$ cat src/hdl/status_pkg.sv
// shared constants and types for the cpu status register block
package status_pkg;

  // ------------------------------------------------------------
  // status bit positions and reset value
  // ------------------------------------------------------------
  localparam int         BIT_CARRY      = 0;
  localparam int         BIT_NIBBLE     = 1;
  localparam int         BIT_ZERO       = 2;
  localparam int         BIT_POWERDOWN  = 3;
  localparam int         BIT_TIMEOUT    = 4;
  localparam int         BIT_BANK       = 5;
  localparam int         BIT_UPPER_RSV  = 6;
  localparam int         BIT_INDIR_RSV  = 7;
  localparam logic [2:0] BANK_BITS_RST  = 3'h0;
  localparam logic       TIMEOUT_RST    = 1'b1;
  localparam logic       POWERDOWN_RST  = 1'b1;
  localparam logic [2:0] ARITH_RST      = 3'h0;

  // ------------------------------------------------------------
  // register map: printed offsets are indices, byte address = 4 * index
  // ------------------------------------------------------------
  localparam int          HADDR_W           = 12;
  localparam logic [7:0]  STATUS_INDEX      = 8'h03;
  localparam logic [7:0]  STATUS_ALIAS_INDEX = 8'h83;
  localparam logic [1:0]  HTRANS_NONSEQ     = 2'h2;
  localparam logic [2:0]  HSIZE_WORD        = 3'h2;

  // ------------------------------------------------------------
  // instruction operations seen by the flag logic
  // ------------------------------------------------------------
  typedef enum logic [3:0] {
    OP_NONE, OP_ADD, OP_SUB, OP_AND, OP_IOR, OP_XOR, OP_CLR, OP_COM,
    OP_INC, OP_DEC, OP_MOVE, OP_SWAP, OP_BIT_CLR, OP_BIT_SET, OP_ROT_L,
    OP_ROT_R
  } alu_op_e;

  // one executed instruction, from core logic on the same clock
  typedef struct packed {
    logic       valid;
    alu_op_e    op;
    logic [7:0] acc;
    logic [7:0] operand;
    logic [2:0] bit_sel;
    logic       dest_status;
  } exec_s;

  // reset-cause events, one-cycle pulses
  typedef struct packed {
    logic watchdog_clear;
    logic sleep_enter;
    logic watchdog_timeout;
  } cause_s;

  // register write from the bus slave
  typedef struct packed {
    logic       en;
    logic [7:0] data;
  } reg_wr_s;

endpackage

$ cat src/hdl/reset_cause_flags.sv
// time-out and power-down flags, driven only by hardware events
`timescale 1ns/1ns
module reset_cause_flags (
  // clock and reset
  input  wire logic              hclk,
  input  wire logic              hresetn,
  // events
  input  wire status_pkg::cause_s cause,
  // flags
  output logic                   timeout_flag,
  output logic                   powerdown_flag
);

  // power-up is the asynchronous reset; writes never reach these bits
  always_ff @(posedge hclk or negedge hresetn) begin
    if (!hresetn) begin
      timeout_flag <= status_pkg::TIMEOUT_RST;
    end else if (cause.watchdog_timeout) begin
      // a time-out that lands with a sleep or clear is kept, it is the rarer event
      timeout_flag <= 1'b0;
    end else if (cause.watchdog_clear || cause.sleep_enter) begin
      timeout_flag <= 1'b1;
    end
  end

  always_ff @(posedge hclk or negedge hresetn) begin
    if (!hresetn) begin
      powerdown_flag <= status_pkg::POWERDOWN_RST;
    end else if (cause.sleep_enter) begin
      powerdown_flag <= 1'b0;
    end else if (cause.watchdog_clear) begin
      powerdown_flag <= 1'b1;
    end
  end

endmodule // reset_cause_flags

$ cat src/hdl/status_ahb_slave.sv
// ahb-lite slave front end for the status register
`timescale 1ns/1ns
module status_ahb_slave (
  // clock and reset
  input  wire logic                            hclk,
  input  wire logic                            hresetn,
  // ahb-lite slave port
  input  wire logic                            hsel,
  input  wire logic [status_pkg::HADDR_W-1:0]  haddr,
  input  wire logic [1:0]                      htrans,
  input  wire logic                            hwrite,
  input  wire logic [2:0]                      hsize,
  input  wire logic [31:0]                     hwdata,
  input  wire logic                            hready,
  output logic                                 hreadyout,
  output logic                                 hresp,
  output logic [31:0]                          hrdata,
  // register side
  input  wire logic [7:0]                      status_value,
  output status_pkg::reg_wr_s                  status_wr
);

  // ------------------------------------------------------------
  // address decode
  // ------------------------------------------------------------
  function automatic logic hits_status(input logic [status_pkg::HADDR_W-1:0] a);
    hits_status = (a == {2'h0, status_pkg::STATUS_INDEX, 2'h0})
               || (a == {2'h0, status_pkg::STATUS_ALIAS_INDEX, 2'h0});
  endfunction

  logic take;
  logic hit;
  logic wr_pend_reg;
  logic rd_pend_reg;
  logic rd_hit_reg;

  assign take = hsel && hready && htrans[1] && (hsize == status_pkg::HSIZE_WORD);
  assign hit  = hits_status(haddr);

  // ------------------------------------------------------------
  // data phase tracking
  // ------------------------------------------------------------
  always_ff @(posedge hclk or negedge hresetn) begin
    if (!hresetn) begin
      wr_pend_reg <= 1'b0;
    end else if (hready) begin
      wr_pend_reg <= take && hwrite && hit;
    end
  end

  // reads take one wait state so that hrdata comes from a flop and sees last write
  always_ff @(posedge hclk or negedge hresetn) begin
    if (!hresetn) begin
      rd_pend_reg <= 1'b0;
      rd_hit_reg  <= 1'b0;
    end else if (rd_pend_reg) begin
      rd_pend_reg <= 1'b0;
    end else if (hready) begin
      rd_pend_reg <= take && !hwrite;
      rd_hit_reg  <= hit;
    end
  end

  always_ff @(posedge hclk or negedge hresetn) begin
    if (!hresetn) begin
      hrdata <= 32'h0;
    end else if (rd_pend_reg) begin
      hrdata <= rd_hit_reg ? {24'h0, status_value} : 32'h0;
    end
  end

  assign hreadyout      = !rd_pend_reg;
  assign hresp          = 1'b0;
  assign status_wr.en   = wr_pend_reg;
  assign status_wr.data = hwdata[7:0];

endmodule // status_ahb_slave

$ cat src/hdl/cpu_status_flag_register.sv
// cpu status register: alu flags, reset-cause flags and bank select
//
// What this block does
// - status register is a normal instruction destination
// - flag-affecting writes take flags from alu
// - time-out and power-down bits ignore writes
// - clear op zeroes upper bits, sets zero
// - bank bit picks upper or lower bank
// - nibble carry from bit 3 on add/sub
// - carry from msb on add/sub
// - subtraction flags are inverted borrows
`timescale 1ns/1ns
module cpu_status_flag_register (
  // clock and reset
  input  wire logic                            hclk,
  input  wire logic                            hresetn,
  // ahb-lite slave port
  input  wire logic                            hsel,
  input  wire logic [status_pkg::HADDR_W-1:0]  haddr,
  input  wire logic [1:0]                      htrans,
  input  wire logic                            hwrite,
  input  wire logic [2:0]                      hsize,
  input  wire logic [31:0]                     hwdata,
  input  wire logic                            hready,
  output logic                                 hreadyout,
  output logic                                 hresp,
  output logic [31:0]                          hrdata,
  // core execution side
  input  wire status_pkg::exec_s               exec,
  input  wire status_pkg::cause_s              cause,
  input  wire logic [6:0]                      direct_offset,
  // results
  output logic [7:0]                           alu_result,
  output logic                                 alu_result_valid,
  output logic [7:0]                           status_byte,
  output logic                                 bank_select,
  output logic [7:0]                           direct_address
);

  // ------------------------------------------------------------
  // arithmetic helpers
  // ------------------------------------------------------------
  function automatic logic [8:0] add_byte(input logic [7:0] a, input logic [7:0] b,
                                          input logic cin);
    add_byte = {1'b0, a} + {1'b0, b} + {8'h0, cin};
  endfunction

  function automatic logic [4:0] add_nibble(input logic [3:0] a, input logic [3:0] b,
                                            input logic cin);
    add_nibble = {1'b0, a} + {1'b0, b} + {4'h0, cin};
  endfunction

  // ------------------------------------------------------------
  // state
  // ------------------------------------------------------------
  logic [2:0]          bank_bits_reg;
  logic                zero_reg;
  logic                nibble_carry_reg;
  logic                carry_reg;
  logic                timeout_flag;
  logic                powerdown_flag;
  status_pkg::reg_wr_s status_wr;

  // alu outputs
  logic [7:0] res;
  logic [8:0] sum9;
  logic [4:0] sum5;
  logic       flag_c;
  logic       flag_dc;
  logic       flag_z;
  logic       aff_z;
  logic       aff_dc;
  logic       aff_c;
  logic [7:0] bit_mask;

  // ------------------------------------------------------------
  // bus front end and reset-cause flags
  // ------------------------------------------------------------
  status_ahb_slave u_slave (
    .hclk         (hclk),
    .hresetn      (hresetn),
    .hsel         (hsel),
    .haddr        (haddr),
    .htrans       (htrans),
    .hwrite       (hwrite),
    .hsize        (hsize),
    .hwdata       (hwdata),
    .hready       (hready),
    .hreadyout    (hreadyout),
    .hresp        (hresp),
    .hrdata       (hrdata),
    .status_value (status_byte),
    .status_wr    (status_wr)
  );

  reset_cause_flags u_cause (
    .hclk           (hclk),
    .hresetn        (hresetn),
    .cause          (cause),
    .timeout_flag   (timeout_flag),
    .powerdown_flag (powerdown_flag)
  );

  // ------------------------------------------------------------
  // alu result and flag outcome
  // ------------------------------------------------------------
  assign bit_mask = 8'h01 << exec.bit_sel;

  always_comb begin
    res     = exec.operand;
    sum9    = 9'h0;
    sum5    = 5'h0;
    flag_c  = carry_reg;
    flag_dc = nibble_carry_reg;
    aff_z   = 1'b0;
    aff_dc  = 1'b0;
    aff_c   = 1'b0;
    case (exec.op)
      status_pkg::OP_ADD: begin
        sum9    = add_byte(exec.operand, exec.acc, 1'b0);
        sum5    = add_nibble(exec.operand[3:0], exec.acc[3:0], 1'b0);
        res     = sum9[7:0];
        flag_c  = sum9[8];
        flag_dc = sum5[4];
        aff_z   = 1'b1;
        aff_dc  = 1'b1;
        aff_c   = 1'b1;
      end
      status_pkg::OP_SUB: begin
        // operand minus acc as operand + ~acc + 1, so carry out means no borrow
        sum9    = add_byte(exec.operand, ~exec.acc, 1'b1);
        sum5    = add_nibble(exec.operand[3:0], ~exec.acc[3:0], 1'b1);
        res     = sum9[7:0];
        flag_c  = sum9[8];
        flag_dc = sum5[4];
        aff_z   = 1'b1;
        aff_dc  = 1'b1;
        aff_c   = 1'b1;
      end
      status_pkg::OP_AND: begin
        res   = exec.operand & exec.acc;
        aff_z = 1'b1;
      end
      status_pkg::OP_IOR: begin
        res   = exec.operand | exec.acc;
        aff_z = 1'b1;
      end
      status_pkg::OP_XOR: begin
        res   = exec.operand ^ exec.acc;
        aff_z = 1'b1;
      end
      status_pkg::OP_CLR: begin
        res   = 8'h00;
        aff_z = 1'b1;
      end
      status_pkg::OP_COM: begin
        res   = ~exec.operand;
        aff_z = 1'b1;
      end
      status_pkg::OP_INC: begin
        sum9  = add_byte(exec.operand, 8'h01, 1'b0);
        res   = sum9[7:0];
        aff_z = 1'b1;
      end
      status_pkg::OP_DEC: begin
        sum9  = add_byte(exec.operand, 8'hFF, 1'b0);
        res   = sum9[7:0];
        aff_z = 1'b1;
      end
      status_pkg::OP_MOVE: begin
        res   = exec.operand;
        aff_z = 1'b1;
      end
      status_pkg::OP_SWAP: begin
        res = {exec.operand[3:0], exec.operand[7:4]};
      end
      status_pkg::OP_BIT_CLR: begin
        res = exec.operand & ~bit_mask;
      end
      status_pkg::OP_BIT_SET: begin
        res = exec.operand | bit_mask;
      end
      status_pkg::OP_ROT_L: begin
        res    = {exec.operand[6:0], carry_reg};
        flag_c = exec.operand[7];
        aff_c  = 1'b1;
      end
      status_pkg::OP_ROT_R: begin
        res    = {carry_reg, exec.operand[7:1]};
        flag_c = exec.operand[0];
        aff_c  = 1'b1;
      end
      status_pkg::OP_NONE: begin
        // plain store of the accumulator into the destination
        res = exec.acc;
      end
      default: begin
        res = exec.operand;
      end
    endcase
  end

  assign flag_z = (res == 8'h00);

  // ------------------------------------------------------------
  // write priority for the status bits
  // ------------------------------------------------------------
  // bank and carry bus paths decided here; the zero process tests status_wr.en itself
  logic instr_to_status;
  logic instr_sets_dc_c;
  logic bus_to_bank;
  logic bus_to_dc_c;

  // the core and software share this register; an instruction result always wins
  assign instr_to_status = exec.valid && exec.dest_status;
  // a clear aimed at the status register leaves both carries alone
  assign instr_sets_dc_c = instr_to_status && (exec.op != status_pkg::OP_CLR);
  assign bus_to_bank     = status_wr.en && !instr_to_status;
  // any instruction in flight may move the carries, so the bus gives way to all of them
  assign bus_to_dc_c     = status_wr.en && !exec.valid;

  // ------------------------------------------------------------
  // bank and reserved bits: written from instruction or bus
  // ------------------------------------------------------------
  // an instruction result wins over a bus write landing in the same cycle
  always_ff @(posedge hclk or negedge hresetn) begin
    if (!hresetn) begin
      bank_bits_reg <= status_pkg::BANK_BITS_RST;
    end else if (instr_to_status) begin
      // the reserved pair is stored as written; software keeps it clear
      bank_bits_reg <= res[status_pkg::BIT_INDIR_RSV:status_pkg::BIT_BANK];
    end else if (bus_to_bank) begin
      bank_bits_reg <= status_wr.data[status_pkg::BIT_INDIR_RSV:status_pkg::BIT_BANK];
    end
  end

  // ------------------------------------------------------------
  // arithmetic flags
  // ------------------------------------------------------------
  always_ff @(posedge hclk or negedge hresetn) begin
    if (!hresetn) begin
      zero_reg <= status_pkg::ARITH_RST[status_pkg::BIT_ZERO];
    end else if (exec.valid && aff_z) begin
      zero_reg <= flag_z;
    end else if (instr_to_status) begin
      zero_reg <= res[status_pkg::BIT_ZERO];
    end else if (status_wr.en) begin
      zero_reg <= status_wr.data[status_pkg::BIT_ZERO];
    end
  end

  always_ff @(posedge hclk or negedge hresetn) begin
    if (!hresetn) begin
      nibble_carry_reg <= status_pkg::ARITH_RST[status_pkg::BIT_NIBBLE];
    end else if (exec.valid && aff_dc) begin
      nibble_carry_reg <= flag_dc;
    end else if (instr_sets_dc_c) begin
      nibble_carry_reg <= res[status_pkg::BIT_NIBBLE];
    end else if (bus_to_dc_c) begin
      nibble_carry_reg <= status_wr.data[status_pkg::BIT_NIBBLE];
    end
  end

  always_ff @(posedge hclk or negedge hresetn) begin
    if (!hresetn) begin
      carry_reg <= status_pkg::ARITH_RST[status_pkg::BIT_CARRY];
    end else if (exec.valid && aff_c) begin
      carry_reg <= flag_c;
    end else if (instr_sets_dc_c) begin
      carry_reg <= res[status_pkg::BIT_CARRY];
    end else if (bus_to_dc_c) begin
      carry_reg <= status_wr.data[status_pkg::BIT_CARRY];
    end
  end

  // ------------------------------------------------------------
  // result register for the core
  // ------------------------------------------------------------
  always_ff @(posedge hclk or negedge hresetn) begin
    if (!hresetn) begin
      alu_result       <= 8'h00;
      alu_result_valid <= 1'b0;
    end else begin
      alu_result_valid <= exec.valid;
      if (exec.valid) begin
        alu_result <= res;
      end
    end
  end

  // ------------------------------------------------------------
  // status view and bank addressing
  // ------------------------------------------------------------
  // time-out and power-down come from their own flops, never from a write
  assign status_byte    = {bank_bits_reg, timeout_flag, powerdown_flag,
                           zero_reg, nibble_carry_reg, carry_reg};
  assign bank_select    = bank_bits_reg[0];
  assign direct_address = {bank_select, direct_offset};

endmodule // cpu_status_flag_register

$ cat config.mk
export PLATFORM = sky130hd
export DESIGN_NAME = cpu_status_flag_register
export DESIGN_NICKNAME = d
export VERILOG_FILES = /design/src/hdl/status_pkg.sv /design/src/hdl/reset_cause_flags.sv /design/src/hdl/status_ahb_slave.sv /design/src/hdl/cpu_status_flag_register.sv
export SDC_FILE = /design/constraint.sdc
export NUM_CORES = 1
export LEC_CHECK = 0
export CORE_AREA = 2 2 103 105
export DETAILED_ROUTE_END_ITERATION = 7
export DIE_AREA = 0 0 105 107
export DONT_BUFFER_PORTS = 1
export GPL_ROUTABILITY_DRIVEN = 0
export PLACE_DENSITY = 0.61
export SYNTH_ARGS = -nofsm -noshare
export SYNTH_HDL_FRONTEND = slang
export SYNTH_HIERARCHICAL = 1
export SYNTH_SLANG_ARGS = --single-unit
$ cat constraint.sdc
create_clock -name hclk -period 2.4 [get_ports hclk]
set_clock_uncertainty 0.05 [all_clocks]
set_input_delay 0.36 -clock hclk [delete_from_list [all_inputs] [get_ports hclk]]
set_output_delay 0.36 -clock hclk [all_outputs]
set_load 0.01 [all_outputs]
Word level (Yosys, flattened, before mapping)
Cells that the tools add are included.
Cells by class
  muxes and demuxes: 24
  eq/ne operators: 21
  shift operators: 1
  $add $sub $neg: 8
  bitwise operators: 10
  reduce and logical (&&, ||, !) cells: 33
Operator list (number)
  case mux 8 bit (16 select lines): 1
  == test 4 bit, second input constant: 8
  inverter 8 bit: 3
  adder 8 x 8 -> 9 bit: 2
  2-to-1 mux 1 bit: 18
  bitwise AND 8 bit: 2
  == test 4 x 3 -> 1 bit, second input constant: 4
  bitwise OR 8 bit: 2
  logical AND 1 bit: 13
  == test 12 x 10 -> 1 bit, second input constant: 1
  == test 12 x 4 -> 1 bit, second input constant: 1
  adder 4 x 4 -> 5 bit: 2
  OR reduction 10 bit: 1
  adder 9 x 1 -> 9 bit, second input constant: 1
  nonzero test 3 bit: 3
  adder 8 x 1 -> 8 bit, second input constant: 1
  adder 8 bit, second input constant: 1
  == test 4 x 2 -> 1 bit, second input constant: 2
  logical NOT 8 bit: 1
  2-to-1 mux 8 bit: 1
  left shift 1 x 3 -> 8 bit, first input constant: 1
  XOR 8 bit: 1
  2-to-1 mux 3 bit: 2
  AND reduction 2 bit: 3
  16 further kinds: 22
Word-level totals
  register bits after elaboration: 52
  bits of input ports: 89
  output and inout port bits: 60
  word-level logic and storage cells: 109

Longest topological paths before layout
  depth in word-level cells: 6
  gate-level depth with buffers: 13
  gate-level depth less buffers: 12

Cells and area by module
Netlist, hierarchy kept.
Modules (own cells, without submodules)
  cpu_status_flag_register: sequential area each 375.4 um^2, area each 2912.8 um^2, cells an instance 404, instances 1
  status_ahb_slave: sequential area each 275.3 um^2, area each 763.2 um^2, cells an instance 87, instances 1
  reset_cause_flags: sequential area each 52.6 um^2, area each 68.8 um^2, cells an instance 6, instances 1

Worst setup path after synthesis
No wires, ideal clock.
  path kind: input port to flip-flop
  start: in exec[23] (netlist bit)
  end: reg zero_reg
  buffers on the path: 1
  cell stages on the path: 12
  arrival: 2.449 ns
  data required time: 2.215 ns
  path slack: -0.234 ns
  library setup time: 0.135 ns
  cell sequence: buf_2 > and4bb_2 > xnor2_1 > ha_1 > or4_1 > nor2_1 > a22oi_1 > o31a_1 > nand3_1 > a21oi_1 > nor3_1 > o32ai_1
Between the ends
  longest elaborated chain between the ends: 5
Ends and longest elaborated chain
  start, declared: line cpu_status_flag_register.sv:29  | input wire status_pkg::exec_s exec,
  branches (longest 5 deep; another with case mux 8 bit (16 select lines))
  end signal, assigned: line cpu_status_flag_register.sv:242  | zero_reg <= status_pkg::ARITH_RST[status_pkg::BIT_ZERO];
  end signal, assigned: line cpu_status_flag_register.sv:244  | zero_reg <= flag_z;
  end signal, assigned: line cpu_status_flag_register.sv:246  | zero_reg <= res[status_pkg::BIT_ZERO];
  end, declared: line cpu_status_flag_register.sv:57  | logic zero_reg;
Parallel ways; which one is timed is not known.
A chain may end at the register's enable or synchronous reset.

Final worst setup path
  start: in exec[6] (netlist bit)
  end: reg bank_bits_reg[2]
Between the ends
  longest elaborated chain between the ends: 4
Ends and longest elaborated chain
  adder 8 x 8 -> 9 bit: line cpu_status_flag_register.sv:45  | add_byte = {1'b0, a} + {1'b0, b} + {8'h0, cin};
  adder 9 x 1 -> 9 bit: line cpu_status_flag_register.sv:45
  case mux 8 bit (16 select lines) *: line cpu_status_flag_register.sv:118  | case (exec.op)
  2-to-1 mux 3 bit *: line cpu_status_flag_register.sv:229  | end else if (instr_to_status) begin
  end signal, assigned: line cpu_status_flag_register.sv:228  | bank_bits_reg <= status_pkg::BANK_BITS_RST;
  end signal, assigned: line cpu_status_flag_register.sv:231  | bank_bits_reg <= res[status_pkg::BIT_INDIR_RSV:status_pkg::BIT_BANK];
  end signal, assigned: line cpu_status_flag_register.sv:233  | bank_bits_reg <= status_wr.data[status_pkg::BIT_INDIR_RSV:status_pkg::BIT_BANK];
  end, declared: line cpu_status_flag_register.sv:56  | logic [2:0] bank_bits_reg;
Mark *: on every way between the ends. The rest lies on a longest branch, timed or not.

==> results by group <==
Outcome
  – Status: finished, final reports clean

Power
  – VDD IR-drop max: ~0.23 mV
  – Leak Pwr: around 1.6 nW
  – Pwr Density: 392 nW/um2

Clock network
  – CTS max path bufs: 2
  – TritonCTS clock tree: done
  – Clock Pin Slew Worst Setup and Hold Paths: 0.10 ns
  – Root Driver: clkbuf_8
  – Worst skew pair latency: 0.28 ns
  – H-tree depth: 1
  – Clock sinks: 28
  – Total CTS buffers: 3

Worst setup path
  – R2R Path End: bank_bits_reg[2]
  – Critical path fanouts, max: 14
  – CP startpoint kind: input port
  – Crit Reg-Reg Startpoint: carry_reg
  – R2R depth: 9
  – Critical path arrival: 2.47 ns
  – Setup CP Type: input port to flop
  – Cells along the critical path: or3_1, or4_4, o22ai_4, xor2_1, a221oi_2, a31oi_1, buf_4, buf_4, a21oi_1, a21oi_1
  – CP max-delay cell: or4_4
  – Crit end category: flop
  – R2r setup slk: 0.31 ns
  – Data required time of the worst path: 2.50 ns
  – Biggest cell delay along the critical path: 0.47 ns

Die
  – Core Area: around 10000 um2
  – Chip Height: 107 um
  – Chip Width: 105 um
  – Initial Utilization: 37.0%
  – IO Pins: 149
  – Site Rows: 37
  – Die area: 11200 um2

Drt
  – Drt wl/cell: 18.5 um
  – First-pass DRT Iterations: 5
  – Vias/cell: 5.97
  – Number of routed nets with antenna violations: 0
  – Detailed-route DRC error count: 0
  – Drt first-iter violations: slightly below 500
  – WL final: 11.3 mm
  – Via count: 3644

Finish
  – P&R area growth vs syn: 4.76%
  – Final non-filler cell area: 3910 um2
  – Most frequent cells in the layout: inv_1 (35), a21oi_1 (35), nand2_1 (31)
  – Fraction of layout cells with a size suffix above 1: between 10% and 20%
  – Ant. Diodes: 0
  – Net total in the final layout: 583

Placement
  – Port Buffers: 0
  – Placement Cell Area: 3720 um2
  – Hpwl dp: 8.40 mm

Timing
  – Unrepaired setup endpoints after global routing: true
  – Tcrit/Tclk final: a little over nine tenths
  – Max_slew headroom: between 60% and 70%
  – Setup TNS: 0 ns
  – Worst Max-Slew Pin Slew: 0.576 ns
  – Hold_ws: 0.0496 ns
  – Count of pins over their slew limit: 0
  – Final Hold Viols: 0
  – Fmax: 423 MHz
  – Setup violators final: 0
  – Fin crit period: 2.37 ns

Synthesis
  – Synthesized area: ~3700 um2
  – Mean post-synth cell area: roughly 7.5 um2
  – Ys Warns: 6
  – Post-Syn Instances: about 500

Global routing
  – Initial antenna violation count: 0
  – Tot GR Track Use: 19.4%
  – Vias in the first global route: roughly 3400
  – First-pass GRT wire length: 17.8 mm
  – GRT overflow: 0
  – Largest net degree at the start of global routing: 54

Hold path
  – Hold Crit Class: input port to flop
  – Min-Delay Path Depth: 0
  – Min-Delay Endpoint: alu_result_valid
  – Worst hold path startpoint: exec[24]

Run
  – Max cap viols: 0
==> layer usage <==
metal	part of all wire [%]	wire [um]	vias to the layer above	global-route usage, %
met5	0	0	-	0
met2	45	5100	210	31.4
met1	41	4640	1705	25.3
met4	5.3	600	0	9.05
li1	-	-	1684	-
met3	8.6	968	45	2.92
==> worst max-delay path by stage <==
| stage | from | to | cells after the start | slack, ns |
|---|---|---|---|---|
| floorplan | exec[23] | zero_reg | 12 | -0.11 |
| global placement | exec[22] | zero_reg | 11 | -0.28 |
| detailed placement | exec[22] | zero_reg | 11 | -0.28 |
| CTS | exec[22] | zero_reg | 11 | 0.04 |
| global route | exec[4] | zero_reg | 11 | -0.07 |
| finish | exec[6] | bank_bits_reg[2] | 10 | 0.03 |
==> critical path, delay by kind of cell <==
kind	cells	cell delay (ns)
xor+xnor	1	0.10
compound gates	5	0.87
simple gates	2	0.84
buf+inv	2	0.26
==> cell type report <==
| cell class | count | area, um2 |
|---|---|---|
| Clock inverter | 1 | 30.0 |
| Timing Repair Buffer | 32 | 255 |
| Inverter | 35 | 131 |
| Multi-Input combinational cell | 375 | 2580 |
| Fill cell | 1072 | 6180 |
| Clock buffer | 3 | 41.3 |
| Sequential cell | 28 | 703 |
| Tap cell | 136 | 170 |
==> stage by stage <==
stage	setup WS, ns	cells	total power [W]	util [%]
after CTS	0.0418	607	0.00152	38.0
after floorplan	-0.107	519	0.00110	-
after global routing	-0.0747	610	0.00162	38.7
after global placement	-0.277	601	0.00112	36.9
final	0.0332	610	0.00153	38.7
after detailed placement	-0.278	601	0.00112	36.9
==> power breakdown <==
| group | internal, W | leakage, nW | total, W | switching, W |
|---|---|---|---|---|
| clock network | 0.000223 | 0.0357 | 0.000371 | 0.000147 |
| logic | 0.000267 | 1.19 | 0.000560 | 0.000293 |
| registers | 0.000523 | 0.354 | 0.000601 | 0.0000783 |
==> what timing repair did <==
action                                 in CTS  in global routing
setup buffers                               0                  3
hold buffers                                2                  0
endpoints found under the hold margin      28                  0
resized for setup                           2                 11
pin swaps                                   2                 10
setup endpoints to repair                   1                  5
Note: power is estimated with default switching activity, not from simulation.
